## config.mk

```make
export PLATFORM = sky130hd
export DESIGN_NAME = sas_supervisor
export DESIGN_NICKNAME = d
export VERILOG_FILES = /design/src/rtl/sas_pkg.sv /design/src/rtl/sas_sync.sv /design/src/rtl/sas_timer.sv /design/src/rtl/sas_supervisor.sv
export VERILOG_INCLUDE_DIRS = /design/src /design/src/rtl
export SDC_FILE = /design/constraint.sdc
export NUM_CORES = 1
export LEC_CHECK = 0
export ABC_AREA = 1
export ABC_CLOCK_PERIOD_IN_PS = 5500
export BUFFER_PORTS_ARGS = -buffer_cell sky130_fd_sc_hd__buf_2
export CORE_AREA = 2 2 123 155
export DETAILED_ROUTE_END_ITERATION = 8
export DIE_AREA = 0 0 125 157
export GPL_TIMING_DRIVEN = 0
export PLACE_DENSITY_LB_ADDON = 0.08
export SLEW_MARGIN = 0
export SYNTH_ARGS = -nofsm -noshare
export SYNTH_HDL_FRONTEND = slang
export SYNTH_SLANG_ARGS = --single-unit
```

## constraint.sdc

```tcl
create_clock -name clk -period 5.5 [get_ports clk]
set_input_delay 0.825 -clock clk [delete_from_list [all_inputs] [get_ports clk]]
set_output_delay 0.825 -clock clk [all_outputs]
set_load 0.1 [all_outputs]
```

## src/rtl/sas_map.svh

```systemverilog
// Alarm codes, operation and stop modes and timing constants of the alarm supervisor
`ifndef SAS_MAP_SVH
`define SAS_MAP_SVH

`define SAS_CODE_NONE      8'h00
`define SAS_CODE_SERIAL    8'h05
`define SAS_CODE_PARAM     8'h0B
`define SAS_CODE_MOVE_OFF  8'h15
`define SAS_CODE_MOVE_ORG  8'h16
`define SAS_CODE_ORG_TMO   8'h17
`define SAS_CODE_WRITE_MV  8'h18
`define SAS_CODE_POS_DATA  8'h19
`define SAS_CODE_OVERSPD   8'h1F
`define SAS_CODE_DEVIATION 8'h20
`define SAS_CODE_SOFTLIM   8'h21
`define SAS_CODE_PRESS     8'h22
`define SAS_CODE_ENC_COMM  8'h23
`define SAS_CODE_BATT_ERR  8'h25
`define SAS_CODE_BATT_LOW  8'h26
`define SAS_CODE_OVERTRVL  8'h27
`define SAS_CODE_NVM       8'h33
`define SAS_CODE_DETECT    8'h34
`define SAS_CODE_STALL     8'h36
`define SAS_CODE_ABNORMAL  8'h3A
`define SAS_CODE_ESTOP     8'h3F

`define SAS_MODE_MANUAL    3'h1
`define SAS_MODE_ABS_ONLY  3'h5
`define SAS_STOP_DEFER_LO  2'h1
`define SAS_STOP_DEFER_HI  2'h3

`define SAS_CLK_HZ         10000000
`define SAS_STALL_MS       2000
`define SAS_STALL_CYC      ((`SAS_CLK_HZ / 1000) * `SAS_STALL_MS)
`define SAS_HOME_TMO_CYC   30000000

`endif

```

## src/rtl/sas_pkg.sv

```systemverilog
// Types shared by the alarm supervisor
package sas_pkg;

   // One detected fault: code and whether servo stays energized
   typedef struct packed {
      logic       valid;
      logic       holdServo;
      logic [7:0] code;
   } sas_alarm_t;

   typedef struct packed {
      logic signed [31:0] commandPos;
      logic signed [31:0] actualPos;
      logic signed [31:0] softLimitLow;
      logic signed [31:0] softLimitHigh;
      logic        [31:0] deviationLimit;
   } sas_pos_t;

   typedef struct packed {
      logic [15:0] speed;
      logic [15:0] maxSpeed;
   } sas_speed_t;

   typedef enum logic [2:0] {
      SAS_HOME_IDLE = 3'b001,
      SAS_HOME_RUN  = 3'b010,
      SAS_HOME_DONE = 3'b100
   } sas_home_t;

endpackage : sas_pkg

```

## src/rtl/sas_sync.sv

```systemverilog
// Two flip-flop synchroniser for asynchronous pin levels
`timescale 1ns/10ps
module sas_sync #(
   parameter int WIDTH = 4
) (
   input  wire logic             clk,      // System clock
   input  wire logic             rst,      // Async reset, high
   input  wire logic [WIDTH-1:0] asyncIn,  // Pin levels
   output logic      [WIDTH-1:0] syncOut   // Synchronised levels
);

   logic [WIDTH-1:0] stage1_q;

   initial
   begin
      if (WIDTH < 1)
      begin
         $error("sas_sync: WIDTH must be at least 1");
      end
   end

   always_ff @(posedge clk or posedge rst)
   begin
      if (rst)
      begin
         stage1_q <= '0;
         syncOut  <= '0;
      end
      else
      begin
         stage1_q <= asyncIn;
         syncOut  <= stage1_q;
      end
   end

endmodule : sas_sync

```

## src/rtl/sas_timer.sv

```systemverilog
// Restartable cycle timer that flags expiry while armed
`timescale 1ns/10ps
module sas_timer #(
   parameter int unsigned LIMIT = 20000000
) (
   input  wire logic clk,      // System clock
   input  wire logic rst,      // Async reset, high
   input  wire logic run,      // Count while high
   input  wire logic restart,  // Reload count to zero
   output logic      expired   // Set after LIMIT cycles with run high
);

   logic [31:0] count_q;

   initial
   begin
      if (LIMIT < 1)
      begin
         $error("sas_timer: LIMIT must be at least 1");
      end
   end

   always_ff @(posedge clk or posedge rst)
   begin
      if (rst)
      begin
         count_q <= 32'h0000_0000;
         expired <= 1'b0;
      end
      else if (restart || !run)
      begin
         count_q <= 32'h0000_0000;
         expired <= 1'b0;
      end
      else if (count_q < LIMIT - 1)
      begin
         count_q <= count_q + 32'h0000_0001;
      end
      else
      begin
         expired <= 1'b1;
      end
   end

endmodule : sas_timer

```

## src/rtl/sas_supervisor.sv

```systemverilog
// Servo alarm supervisor: fault detection, alarm code latch and servo release
//
// How it works
// [RQ1] Servo-holding alarms leave the servo energized.
// [RQ2] Servo-releasing alarms switch the servo off.
// [RQ3] Move command with servo off: code 21, servo off.
// [RQ4] Position move before homing, or move during homing: code 22, servo on.
// [RQ5] Homing unfinished by preset timeout: code 23, servo off.
// [RQ6] Write strobe during manual move in mode 1: code 24, servo on.
// [RQ7] Empty entry, mode 5 relative target, bad press sign: code 25.
// [RQ8] Speed above maximum: code 31, servo on.
// [RQ9] Deviation above limit: code 32, servo off.
// [RQ10] Deferred stop modes 1 to 3 delay deviation alarm to next move.
// [RQ11] Position beyond either soft limit: code 33, servo on.
// [RQ12] Pushed back to target while pressing: code 34, servo off.
// [RQ13] Encoder link failure: code 35, servo off.
// [RQ14] No encoder feedback in excitation detection: code 52, servo off.
// [RQ15] No motion 2 s after move accepted: code 54, servo off.
// [RQ16] Storage check corrupt at start-up: code 51, servo off.
// [RQ17] Thrust opposing velocity while accelerating or at constant speed: code 58, servo off.
// [RQ18] Emergency stop asserted: code 63, servo off.
// [RQ19] Overtravel detected: code 39, servo off.
// [RQ20] Host serial link error: code 5, servo on.
// [RQ21] Parameter out of range: code 11, servo off.
// [RQ22] Battery low: code 38 servo on; battery absent or dead: code 37 off.
// [RQ23] Latest alarm code held until clear; zero when no alarm.
`timescale 1ns/10ps
`include "sas_map.svh"
module sas_supervisor
   import sas_pkg::*;
#(
   parameter int unsigned STALL_CYC    = `SAS_STALL_CYC,
   parameter int unsigned HOME_TMO_CYC = `SAS_HOME_TMO_CYC
) (
   input  wire logic       clk,                 // 10 MHz system clock
   input  wire logic       rst,                 // Async reset, high
   input  wire logic       servoOnReq,          // Host asks for servo energize
   input  wire logic       moveCmd,             // Move command pulse
   input  wire logic       moveIsPosition,      // Move is a position move
   input  wire logic       homingStart,         // Homing sequence start pulse
   input  wire logic       homingDone,          // Homing finished pulse
   input  wire logic [2:0] operationMode,       // Selected operation mode
   input  wire logic       manualMoving,        // Manual movement running
   input  wire logic       programEntryEmpty,   // Selected program entry empty
   input  wire logic       targetRelative,      // Target uses relative coordinate
   input  wire logic       pressSignInvalid,    // Pressing range sign invalid
   input  wire logic       pressing,            // Pressing operation active
   input  wire logic       pushedBackToTarget,  // Load forced unit to target
   input  wire logic       motorMoving,         // Motor motion seen
   input  wire logic       targetReached,       // Move reached target
   input  wire logic       accelOrCruise,       // Accelerating or constant speed
   input  wire logic       thrustOpposesVel,    // Thrust against velocity
   input  wire logic [1:0] deferredStopMode,    // Stop mode select
   input  sas_pos_t        pos,                 // Position values
   input  sas_speed_t      spd,                 // Speed values
   input  wire logic       encoderCommFail,     // Encoder link failure
   input  wire logic       excitationDetect,    // Excitation detection running
   input  wire logic       encoderFeedback,     // Encoder feedback seen
   input  wire logic       nvmCheckDone,        // Start-up storage check done pulse
   input  wire logic       nvmCorrupt,          // Storage check result bad
   input  wire logic       hostLinkError,       // Host serial link error
   input  wire logic       paramOutOfRange,     // Parameter outside valid range
   input  wire logic       positionWriteStrobe, // Pin: position write strobe
   input  wire logic       emergencyStopInput,  // Pin: emergency stop
   input  wire logic       overtravelSensor,    // Pin: overtravel detected
   input  wire logic       batteryLow,          // Pin: backup battery low
   input  wire logic       batteryAbsent,       // Pin: battery absent or dead
   input  wire logic       alarmClear,          // Clear alarm pulse
   output logic [7:0]      alarmCode,           // Latched alarm code
   output logic            alarmActive,         // Alarm present
   output logic            servoEnergize        // Drive stage enable
);

   // ****************************************************************
   // Pin synchronisers
   // ****************************************************************
   logic [4:0] pinSync;
   logic       strobeSync;
   logic       estopSync;
   logic       otSync;
   logic       battLowSync;
   logic       battDeadSync;
   logic       strobeDly_q;

   sas_sync #(.WIDTH(5)) u_sync (
      .clk     (clk),
      .rst     (rst),
      .asyncIn ({positionWriteStrobe, emergencyStopInput, overtravelSensor, batteryLow, batteryAbsent}),
      .syncOut (pinSync)
   );

   assign {strobeSync, estopSync, otSync, battLowSync, battDeadSync} = pinSync;

   always_ff @(posedge clk or posedge rst)
   begin
      if (rst)
      begin
         strobeDly_q <= 1'b0;
      end
      else
      begin
         strobeDly_q <= strobeSync;
      end
   end

   // ****************************************************************
   // Homing state and timers
   // ****************************************************************
   sas_home_t homeState_q;
   logic      homeTimeout;
   logic      moveRunning_q;
   logic      stallTimeout;

   always_ff @(posedge clk or posedge rst)
   begin
      if (rst)
      begin
         homeState_q <= SAS_HOME_IDLE;
      end
      else
      begin
         unique case (homeState_q)
            SAS_HOME_IDLE, SAS_HOME_DONE:
            begin
               if (homingStart)
               begin
                  homeState_q <= SAS_HOME_RUN;
               end
            end
            SAS_HOME_RUN:
            begin
               if (homingDone)
               begin
                  homeState_q <= SAS_HOME_DONE;
               end
               else if (homeTimeout || !servoEnergize)
               begin
                  homeState_q <= SAS_HOME_IDLE;
               end
            end
            default:
            begin
               homeState_q <= SAS_HOME_IDLE;
            end
         endcase
      end
   end

   sas_timer #(.LIMIT(HOME_TMO_CYC)) u_home_tmr (
      .clk     (clk),
      .rst     (rst),
      .run     (homeState_q == SAS_HOME_RUN),
      .restart (homingStart),
      .expired (homeTimeout)
   );

   // Accepted move runs until the target is reached or servo drops
   // A new command outranks the reached flag, which still shows the previous move
   always_ff @(posedge clk or posedge rst)
   begin
      if (rst)
      begin
         moveRunning_q <= 1'b0;
      end
      else if (!servoEnergize)
      begin
         moveRunning_q <= 1'b0;
      end
      else if (moveCmd)
      begin
         moveRunning_q <= 1'b1; // RQ15
      end
      else if (targetReached)
      begin
         moveRunning_q <= 1'b0;
      end
   end

   sas_timer #(.LIMIT(STALL_CYC)) u_stall_tmr (
      .clk     (clk),
      .rst     (rst),
      .run     (moveRunning_q && !targetReached),
      .restart (motorMoving || moveCmd),
      .expired (stallTimeout) // RQ15
   );

   // ****************************************************************
   // Deviation with deferred reporting
   // ****************************************************************
   logic        [31:0] deviation;
   logic               devExceeded;
   logic               devPending_q;
   logic               deferMode;
   logic signed [32:0] devDiff;

   assign devDiff     = 33'(pos.commandPos) - 33'(pos.actualPos);
   assign deviation   = devDiff[32] ? 32'(-devDiff) : devDiff[31:0];
   assign devExceeded = deviation > pos.deviationLimit;
   assign deferMode   = (deferredStopMode >= `SAS_STOP_DEFER_LO) && (deferredStopMode <= `SAS_STOP_DEFER_HI); // RQ10

   // Pending flag survives until a move command or an alarm clear releases it
   always_ff @(posedge clk or posedge rst)
   begin
      if (rst)
      begin
         devPending_q <= 1'b0;
      end
      else if (deferMode && devExceeded)
      begin
         devPending_q <= 1'b1; // RQ10
      end
      else if (moveCmd || alarmClear)
      begin
         devPending_q <= 1'b0;
      end
   end

   // ****************************************************************
   // Fault selection, highest priority first
   // ****************************************************************
   function automatic sas_alarm_t mkAlarm(input logic [7:0] code, input logic hold);
      sas_alarm_t a;
      a.valid     = 1'b1;
      a.holdServo = hold;
      a.code      = code;
      return a;
   endfunction : mkAlarm

   sas_alarm_t fault;

   // Servo-releasing faults rank before holding ones, so a release is never masked
   always_comb
   begin
      fault = '0;
      if (estopSync)
         fault = mkAlarm(`SAS_CODE_ESTOP, 1'b0); // RQ18
      else if (otSync)
         fault = mkAlarm(`SAS_CODE_OVERTRVL, 1'b0); // RQ19
      else if (nvmCheckDone && nvmCorrupt)
         fault = mkAlarm(`SAS_CODE_NVM, 1'b0); // RQ16
      else if (paramOutOfRange)
         fault = mkAlarm(`SAS_CODE_PARAM, 1'b0); // RQ21
      else if (encoderCommFail)
         fault = mkAlarm(`SAS_CODE_ENC_COMM, 1'b0); // RQ13
      else if (excitationDetect && !encoderFeedback)
         fault = mkAlarm(`SAS_CODE_DETECT, 1'b0); // RQ14
      else if (battDeadSync)
         fault = mkAlarm(`SAS_CODE_BATT_ERR, 1'b0); // RQ22
      else if (moveCmd && !servoEnergize)
         fault = mkAlarm(`SAS_CODE_MOVE_OFF, 1'b0); // RQ3
      else if (homeTimeout && homeState_q == SAS_HOME_RUN)
         fault = mkAlarm(`SAS_CODE_ORG_TMO, 1'b0); // RQ5
      else if ((devExceeded && !deferMode) || (devPending_q && moveCmd))
         fault = mkAlarm(`SAS_CODE_DEVIATION, 1'b0); // RQ9
      else if (pressing && pushedBackToTarget)
         fault = mkAlarm(`SAS_CODE_PRESS, 1'b0); // RQ12
      else if (stallTimeout && moveRunning_q)
         fault = mkAlarm(`SAS_CODE_STALL, 1'b0); // RQ15
      else if (accelOrCruise && thrustOpposesVel)
         fault = mkAlarm(`SAS_CODE_ABNORMAL, 1'b0); // RQ17
      else if (moveCmd && ((moveIsPosition && homeState_q != SAS_HOME_DONE) || homeState_q == SAS_HOME_RUN))
         fault = mkAlarm(`SAS_CODE_MOVE_ORG, 1'b1); // RQ4
      else if (strobeSync && !strobeDly_q && manualMoving && operationMode == `SAS_MODE_MANUAL)
         fault = mkAlarm(`SAS_CODE_WRITE_MV, 1'b1); // RQ6
      else if (moveCmd && (programEntryEmpty || pressSignInvalid ||
                           (operationMode == `SAS_MODE_ABS_ONLY && targetRelative)))
         fault = mkAlarm(`SAS_CODE_POS_DATA, 1'b1); // RQ7
      else if (spd.speed > spd.maxSpeed)
         fault = mkAlarm(`SAS_CODE_OVERSPD, 1'b1); // RQ8
      else if ((pos.actualPos < pos.softLimitLow) || (pos.actualPos > pos.softLimitHigh))
         fault = mkAlarm(`SAS_CODE_SOFTLIM, 1'b1); // RQ11
      else if (battLowSync)
         fault = mkAlarm(`SAS_CODE_BATT_LOW, 1'b1); // RQ22
      else if (hostLinkError)
         fault = mkAlarm(`SAS_CODE_SERIAL, 1'b1); // RQ20
   end

   // ****************************************************************
   // Alarm latch and servo control
   // ****************************************************************
   // A fault in the clear cycle wins, so no event is lost
   always_ff @(posedge clk or posedge rst)
   begin
      if (rst)
      begin
         alarmCode   <= `SAS_CODE_NONE;
         alarmActive <= 1'b0;
      end
      else if (fault.valid)
      begin
         alarmCode   <= fault.code; // RQ23
         alarmActive <= 1'b1;
      end
      else if (alarmClear)
      begin
         alarmCode   <= `SAS_CODE_NONE; // RQ23
         alarmActive <= 1'b0;
      end
   end

   // After release the servo comes back while servoOnReq stays high, once alarmActive clears or on a holding fault
   always_ff @(posedge clk or posedge rst)
   begin
      if (rst)
      begin
         servoEnergize <= 1'b0;
      end
      else if (fault.valid && !fault.holdServo)
      begin
         servoEnergize <= 1'b0; // RQ2
      end
      else if (!servoOnReq)
      begin
         servoEnergize <= 1'b0;
      end
      else if (!alarmActive || (fault.valid && fault.holdServo) || servoEnergize)
      begin
         servoEnergize <= 1'b1; // RQ1
      end
   end

endmodule : sas_supervisor

```

==> impl_metrics.toml <==
[timing]
relSlewSlack_pct = 36.2
drv_slew = 0
fin_setup_tns_ns = 0
fin_skew_ns = 0.00847
post-route-min-period_ns = 5.10
worst_hold_margin_ns = 0.345
setup_violations = 0
layout_worst_path_cycle_share_pct = 92.8
max_freq_mhz = 196
hold_viol = 0
max_slew.worst_pin.slew_ns = 0.932

[clock_tree]
ctsHtreeMaxLevel = 3
root_buffer_selected_by_cts = "sky130_fd_sc_hd__clkbuf_16"
clkLatencyLatePin_ns = 0.34
cts.clk_slew.worst_paths_ns = 0.07
cts_inserted_buffers = 9
hold_buffers = 0
max-clock-path-buffers = 2
clock-sinks = 90
tritoncts = "done"

[power]
power_switching_share_pct = 39.8
share_comb_of_total_power_pct = 46.2
pwr_density_cell_nw_per_um2 = 189
clock_power_share_pct = 25.1
vdd.ir_drop.worst_mv = 0.305
p_sw_mw = 0.966
static-leakage-power_nw = 7.05
power.share.sequential_pct = 28.7
p_int_mw = 1.46

[place]
post-dp-hpwl_um = 25200
place_congestion = 0.941
numPortBuffers = 234
placed_cell_area_sq_um = 12400

[worst_setup_path]
required_ns = 5.78
path_buf_inv = 5
reg_to_reg_critical_path_endpoint = "u_stall_tmr.count_q[16]$_DFFE_PP0P_"
crit-reg2reg-launch = "u_stall_tmr.count_q[18]$_DFFE_PP0P_"
critical_path.endpoint_type = "flop"
worst_r2r_path_depth = 9
critical_path.startpoint_type = "input port"
critical-path-top-delay-family = "simple AND/OR/NAND/NOR gates"
path_class = "in2reg"
crit_path_top_cell_by_count = "sky130_fd_sc_hd__nand2_1"
worst-path-max-fanout = 10
slowest_cp_cell = "sky130_fd_sc_hd__fa_2"
worst_setup_path_start = "pos[96]"
cp.arrival_ns = 5.39
setup.worst_path.end = "alarmCode[2]$_DFFE_PP0P_"
critical_path_depth = 31
rrSetupSlack_ns = 2.60
critical_path_max_stage_delay_ns = 0.36

[synthesis]
number_of_warnings_issued_by_yosys = 0
post-synth-top-area-fraction_pct = 20.5
async_flop_share_pct = 100
flops_latches_synth = 90
synthesis.instances = 1687
library_cell_with_the_largest_summed_area_after_synthesis = "sky130_fd_sc_hd__dfrtp_1"
ys_dominant_reg_cell = "sky130_fd_sc_hd__dfrtp_1"
synth_top_cells_by_count = "368 x sky130_fd_sc_hd__inv_1, 354 x sky130_fd_sc_hd__nand2_1, 158 x sky130_fd_sc_hd__nor2_1, 146 x sky130_fd_sc_hd__ha_1, 132 x sky130_fd_sc_hd__a21oi_1"
seq_area_frac_synth_pct = 20.7
most_repeated_cell_in_the_gate_level_netlist_after_synthesis = "sky130_fd_sc_hd__inv_1"
mean_instance_size_in_the_synthesized_netlist_sq_um = 6.45
post_synth_main_area_contributors = "sky130_fd_sc_hd__dfrtp_1 20%, sky130_fd_sc_hd__ha_1 17%, sky130_fd_sc_hd__inv_1 13%"
synth_enable_flop_cells = 0
synthesis.area_sq_um = 10900
synth.lib_cells_used.distinct = 56

[floorplanning]
row_count = 55
floorplan.initialDensity_pct = 60.4
floorplan.die.width_um = 125
core_region_area_sq_um = 18000
die_area_sq_um = 19600
die_height_um = 157
ios = 237

[drt]
detail_route.wl_per_cell_um = 13.5
drtIter0Drc = 502
dr.pass1.iters = 6
ant_nets = 0
dr_total_vias = 11600
wirelength_um = 29400
post_detailed_route_drc_marker_count = 0
avgViaCountPerCell = 5.35

[cells_and_area]
fill_cells = 1627
nets = 2314
drive_gt1_share_pct = 17.0
area_of_all_placed_cells_without_fillers_sq_um = 12800
area_growth_pct = 17.8

[global_route]
number_of_antenna_violations_at_the_first_check_in_global_routing = 3
gr-usage-met1_pct = 31.5
grt_overflow_total = 0
grtUsageMet3_pct = 3.06
grt_use_met2_pct = 59.1
grt_start_max_net_pins = 59
grt_first_pass_wirelength_um = 48800
global_route.usage.total_pct = 29.9
globalRoute.busiestLayer = "met2"
vias_in_the_first_global_route = 11400

[flow_run]
max-cap-violations = 0

[hold_path]
holdCritPathClass = "reg2reg"

[outcome]
status = "finished, final reports clean"
metrics by stage:
stage / cells / power (mW) / worst slack [ns] / utilization, %
after floorplan: 1688 / 1.49 / 0.619 / -
after global placement: 2150 / 1.76 / -0.358 / 68.5
after detailed placement: 2151 / 1.80 / -0.420 / 68.6
after CTS: 2166 / 2.41 / 0.000268 / 70.3
after global routing: 2173 / 2.63 / -0.00433 / 71.0
final: 2175 / 2.42 / 0.396 / 71.1
state kept, by name, summed over array words and instances (netlist names):
signal and count:
homeState_q 3, alarmCode 6, u_stall_tmr.expired 1, moveRunning_q 1, alarmActive 1, u_home_tmr.expired 1
servoEnergize 1, u_sync.syncOut 5, u_sync.stage1_q 5, u_home_tmr.count_q 32, strobeDly_q 1, u_stall_tmr.count_q 32
devPending_q 1
cell families (layout without fill, tap and decap cells):
| family | Yosys count | after routing | share of synthesized area, % |
|---|---|---|---|
| other cells | 1 | 5 | 0.0345 |
| compound gates | 270 | 270 | 14.1 |
| simple gates | 746 | 746 | 30.3 |
| buf+inv | 383 | 639 | 13.3 |
| fa+ha+maj | 147 | 147 | 17.0 |
| xor+xnor | 50 | 50 | 4.61 |
| flops | 90 | 90 | 20.7 |
layer usage:
layer  up-vias  routed length [um]
met5         -                  10
met4         2                1240
met3        90                1120
met2       328               15900
met1      5260               11100
li1       5946                   -
what timing repair did:
action                     in CTS  in global routing
resized for setup               1                 22
pin swaps                       0                 10
setup buffers                   0                  6
setup endpoints to repair       6                  8
power groups by stage:
stage	sequential, mW	combinational, mW	clock [mW]
after floorplan	0.721	0.770	0
after global placement	0.708	1.06	0
after detailed placement	0.709	1.09	0
after CTS	0.696	1.10	0.618
after global routing	0.699	1.29	0.643
final	0.697	1.12	0.608
worst reg2reg max path: stages (launching register included):
cell and delay [ns]:
sky130_fd_sc_hd__dfrtp_1 0.44, sky130_fd_sc_hd__inv_1 0.09, sky130_fd_sc_hd__nand2_1 0.08, sky130_fd_sc_hd__o21ai_0 0.16, sky130_fd_sc_hd__nand3_1 0.10, sky130_fd_sc_hd__a2111oi_0 0.82
sky130_fd_sc_hd__nand2_1 0.27, sky130_fd_sc_hd__nor4_1 0.52, sky130_fd_sc_hd__o21ai_0 0.19, sky130_fd_sc_hd__a21oi_1 0.17
worst min path at each step:
stage | slack, ns | end | startpoint | cells past startpoint
after floorplan | 0.33 | u_sync.syncOut[0]$_DFF_PP0_ | u_sync.stage1_q[0]$_DFF_PP0_ | 0
after global placement | 0.33 | u_sync.syncOut[4]$_DFF_PP0_ | u_sync.stage1_q[4]$_DFF_PP0_ | 0
after detailed placement | 0.33 | u_sync.syncOut[0]$_DFF_PP0_ | u_sync.stage1_q[0]$_DFF_PP0_ | 0
after CTS | 0.35 | u_sync.syncOut[0]$_DFF_PP0_ | u_sync.stage1_q[0]$_DFF_PP0_ | 0
after global routing | 0.36 | u_sync.syncOut[4]$_DFF_PP0_ | u_sync.stage1_q[4]$_DFF_PP0_ | 0
final | 0.35 | u_sync.syncOut[0]$_DFF_PP0_ | u_sync.stage1_q[0]$_DFF_PP0_ | 0
final cells by class:
class	count	area (sq um)	area share [%]
plain buffers	13	71.3	0.557
inverters	370	1390	10.9
repair buffers	241	1240	9.71
flip-flops and latches	90	2250	17.6
clock buffers	9	225	1.76
clock inverters	6	67.6	0.527
well taps	228	285	2.23
diodes	3	7.51	0.0586
multi-input cells	1215	7270	56.7
cells in the final DEF (no fill, tap or decap), types with 5 or more instances in the layout:
cell,instances
sky130_fd_sc_hd__buf_2,237
sky130_fd_sc_hd__a211oi_1,5
sky130_fd_sc_hd__nand3_2,9
sky130_fd_sc_hd__buf_4,8
sky130_fd_sc_hd__clkbuf_16,9
sky130_fd_sc_hd__a21oi_1,132
sky130_fd_sc_hd__o21bai_1,8
sky130_fd_sc_hd__nor3_2,6
sky130_fd_sc_hd__a21o_1,5
sky130_fd_sc_hd__o211ai_1,8
sky130_fd_sc_hd__o21ai_0,70
sky130_fd_sc_hd__a31oi_1,5
sky130_fd_sc_hd__inv_1,367
sky130_fd_sc_hd__nor2_1,156
sky130_fd_sc_hd__nand2_2,12
sky130_fd_sc_hd__nor4_1,16
sky130_fd_sc_hd__clkbuf_1,6
sky130_fd_sc_hd__xor2_1,36
sky130_fd_sc_hd__ha_1,146
sky130_fd_sc_hd__dfrtp_1,89
sky130_fd_sc_hd__nand4_1,41
sky130_fd_sc_hd__nor2_2,10
sky130_fd_sc_hd__xor2_2,7
sky130_fd_sc_hd__o21a_1,13
sky130_fd_sc_hd__nand3_1,83
sky130_fd_sc_hd__nand2_1,353
sky130_fd_sc_hd__nor3_1,41
(Power assumes the default switching activity.)
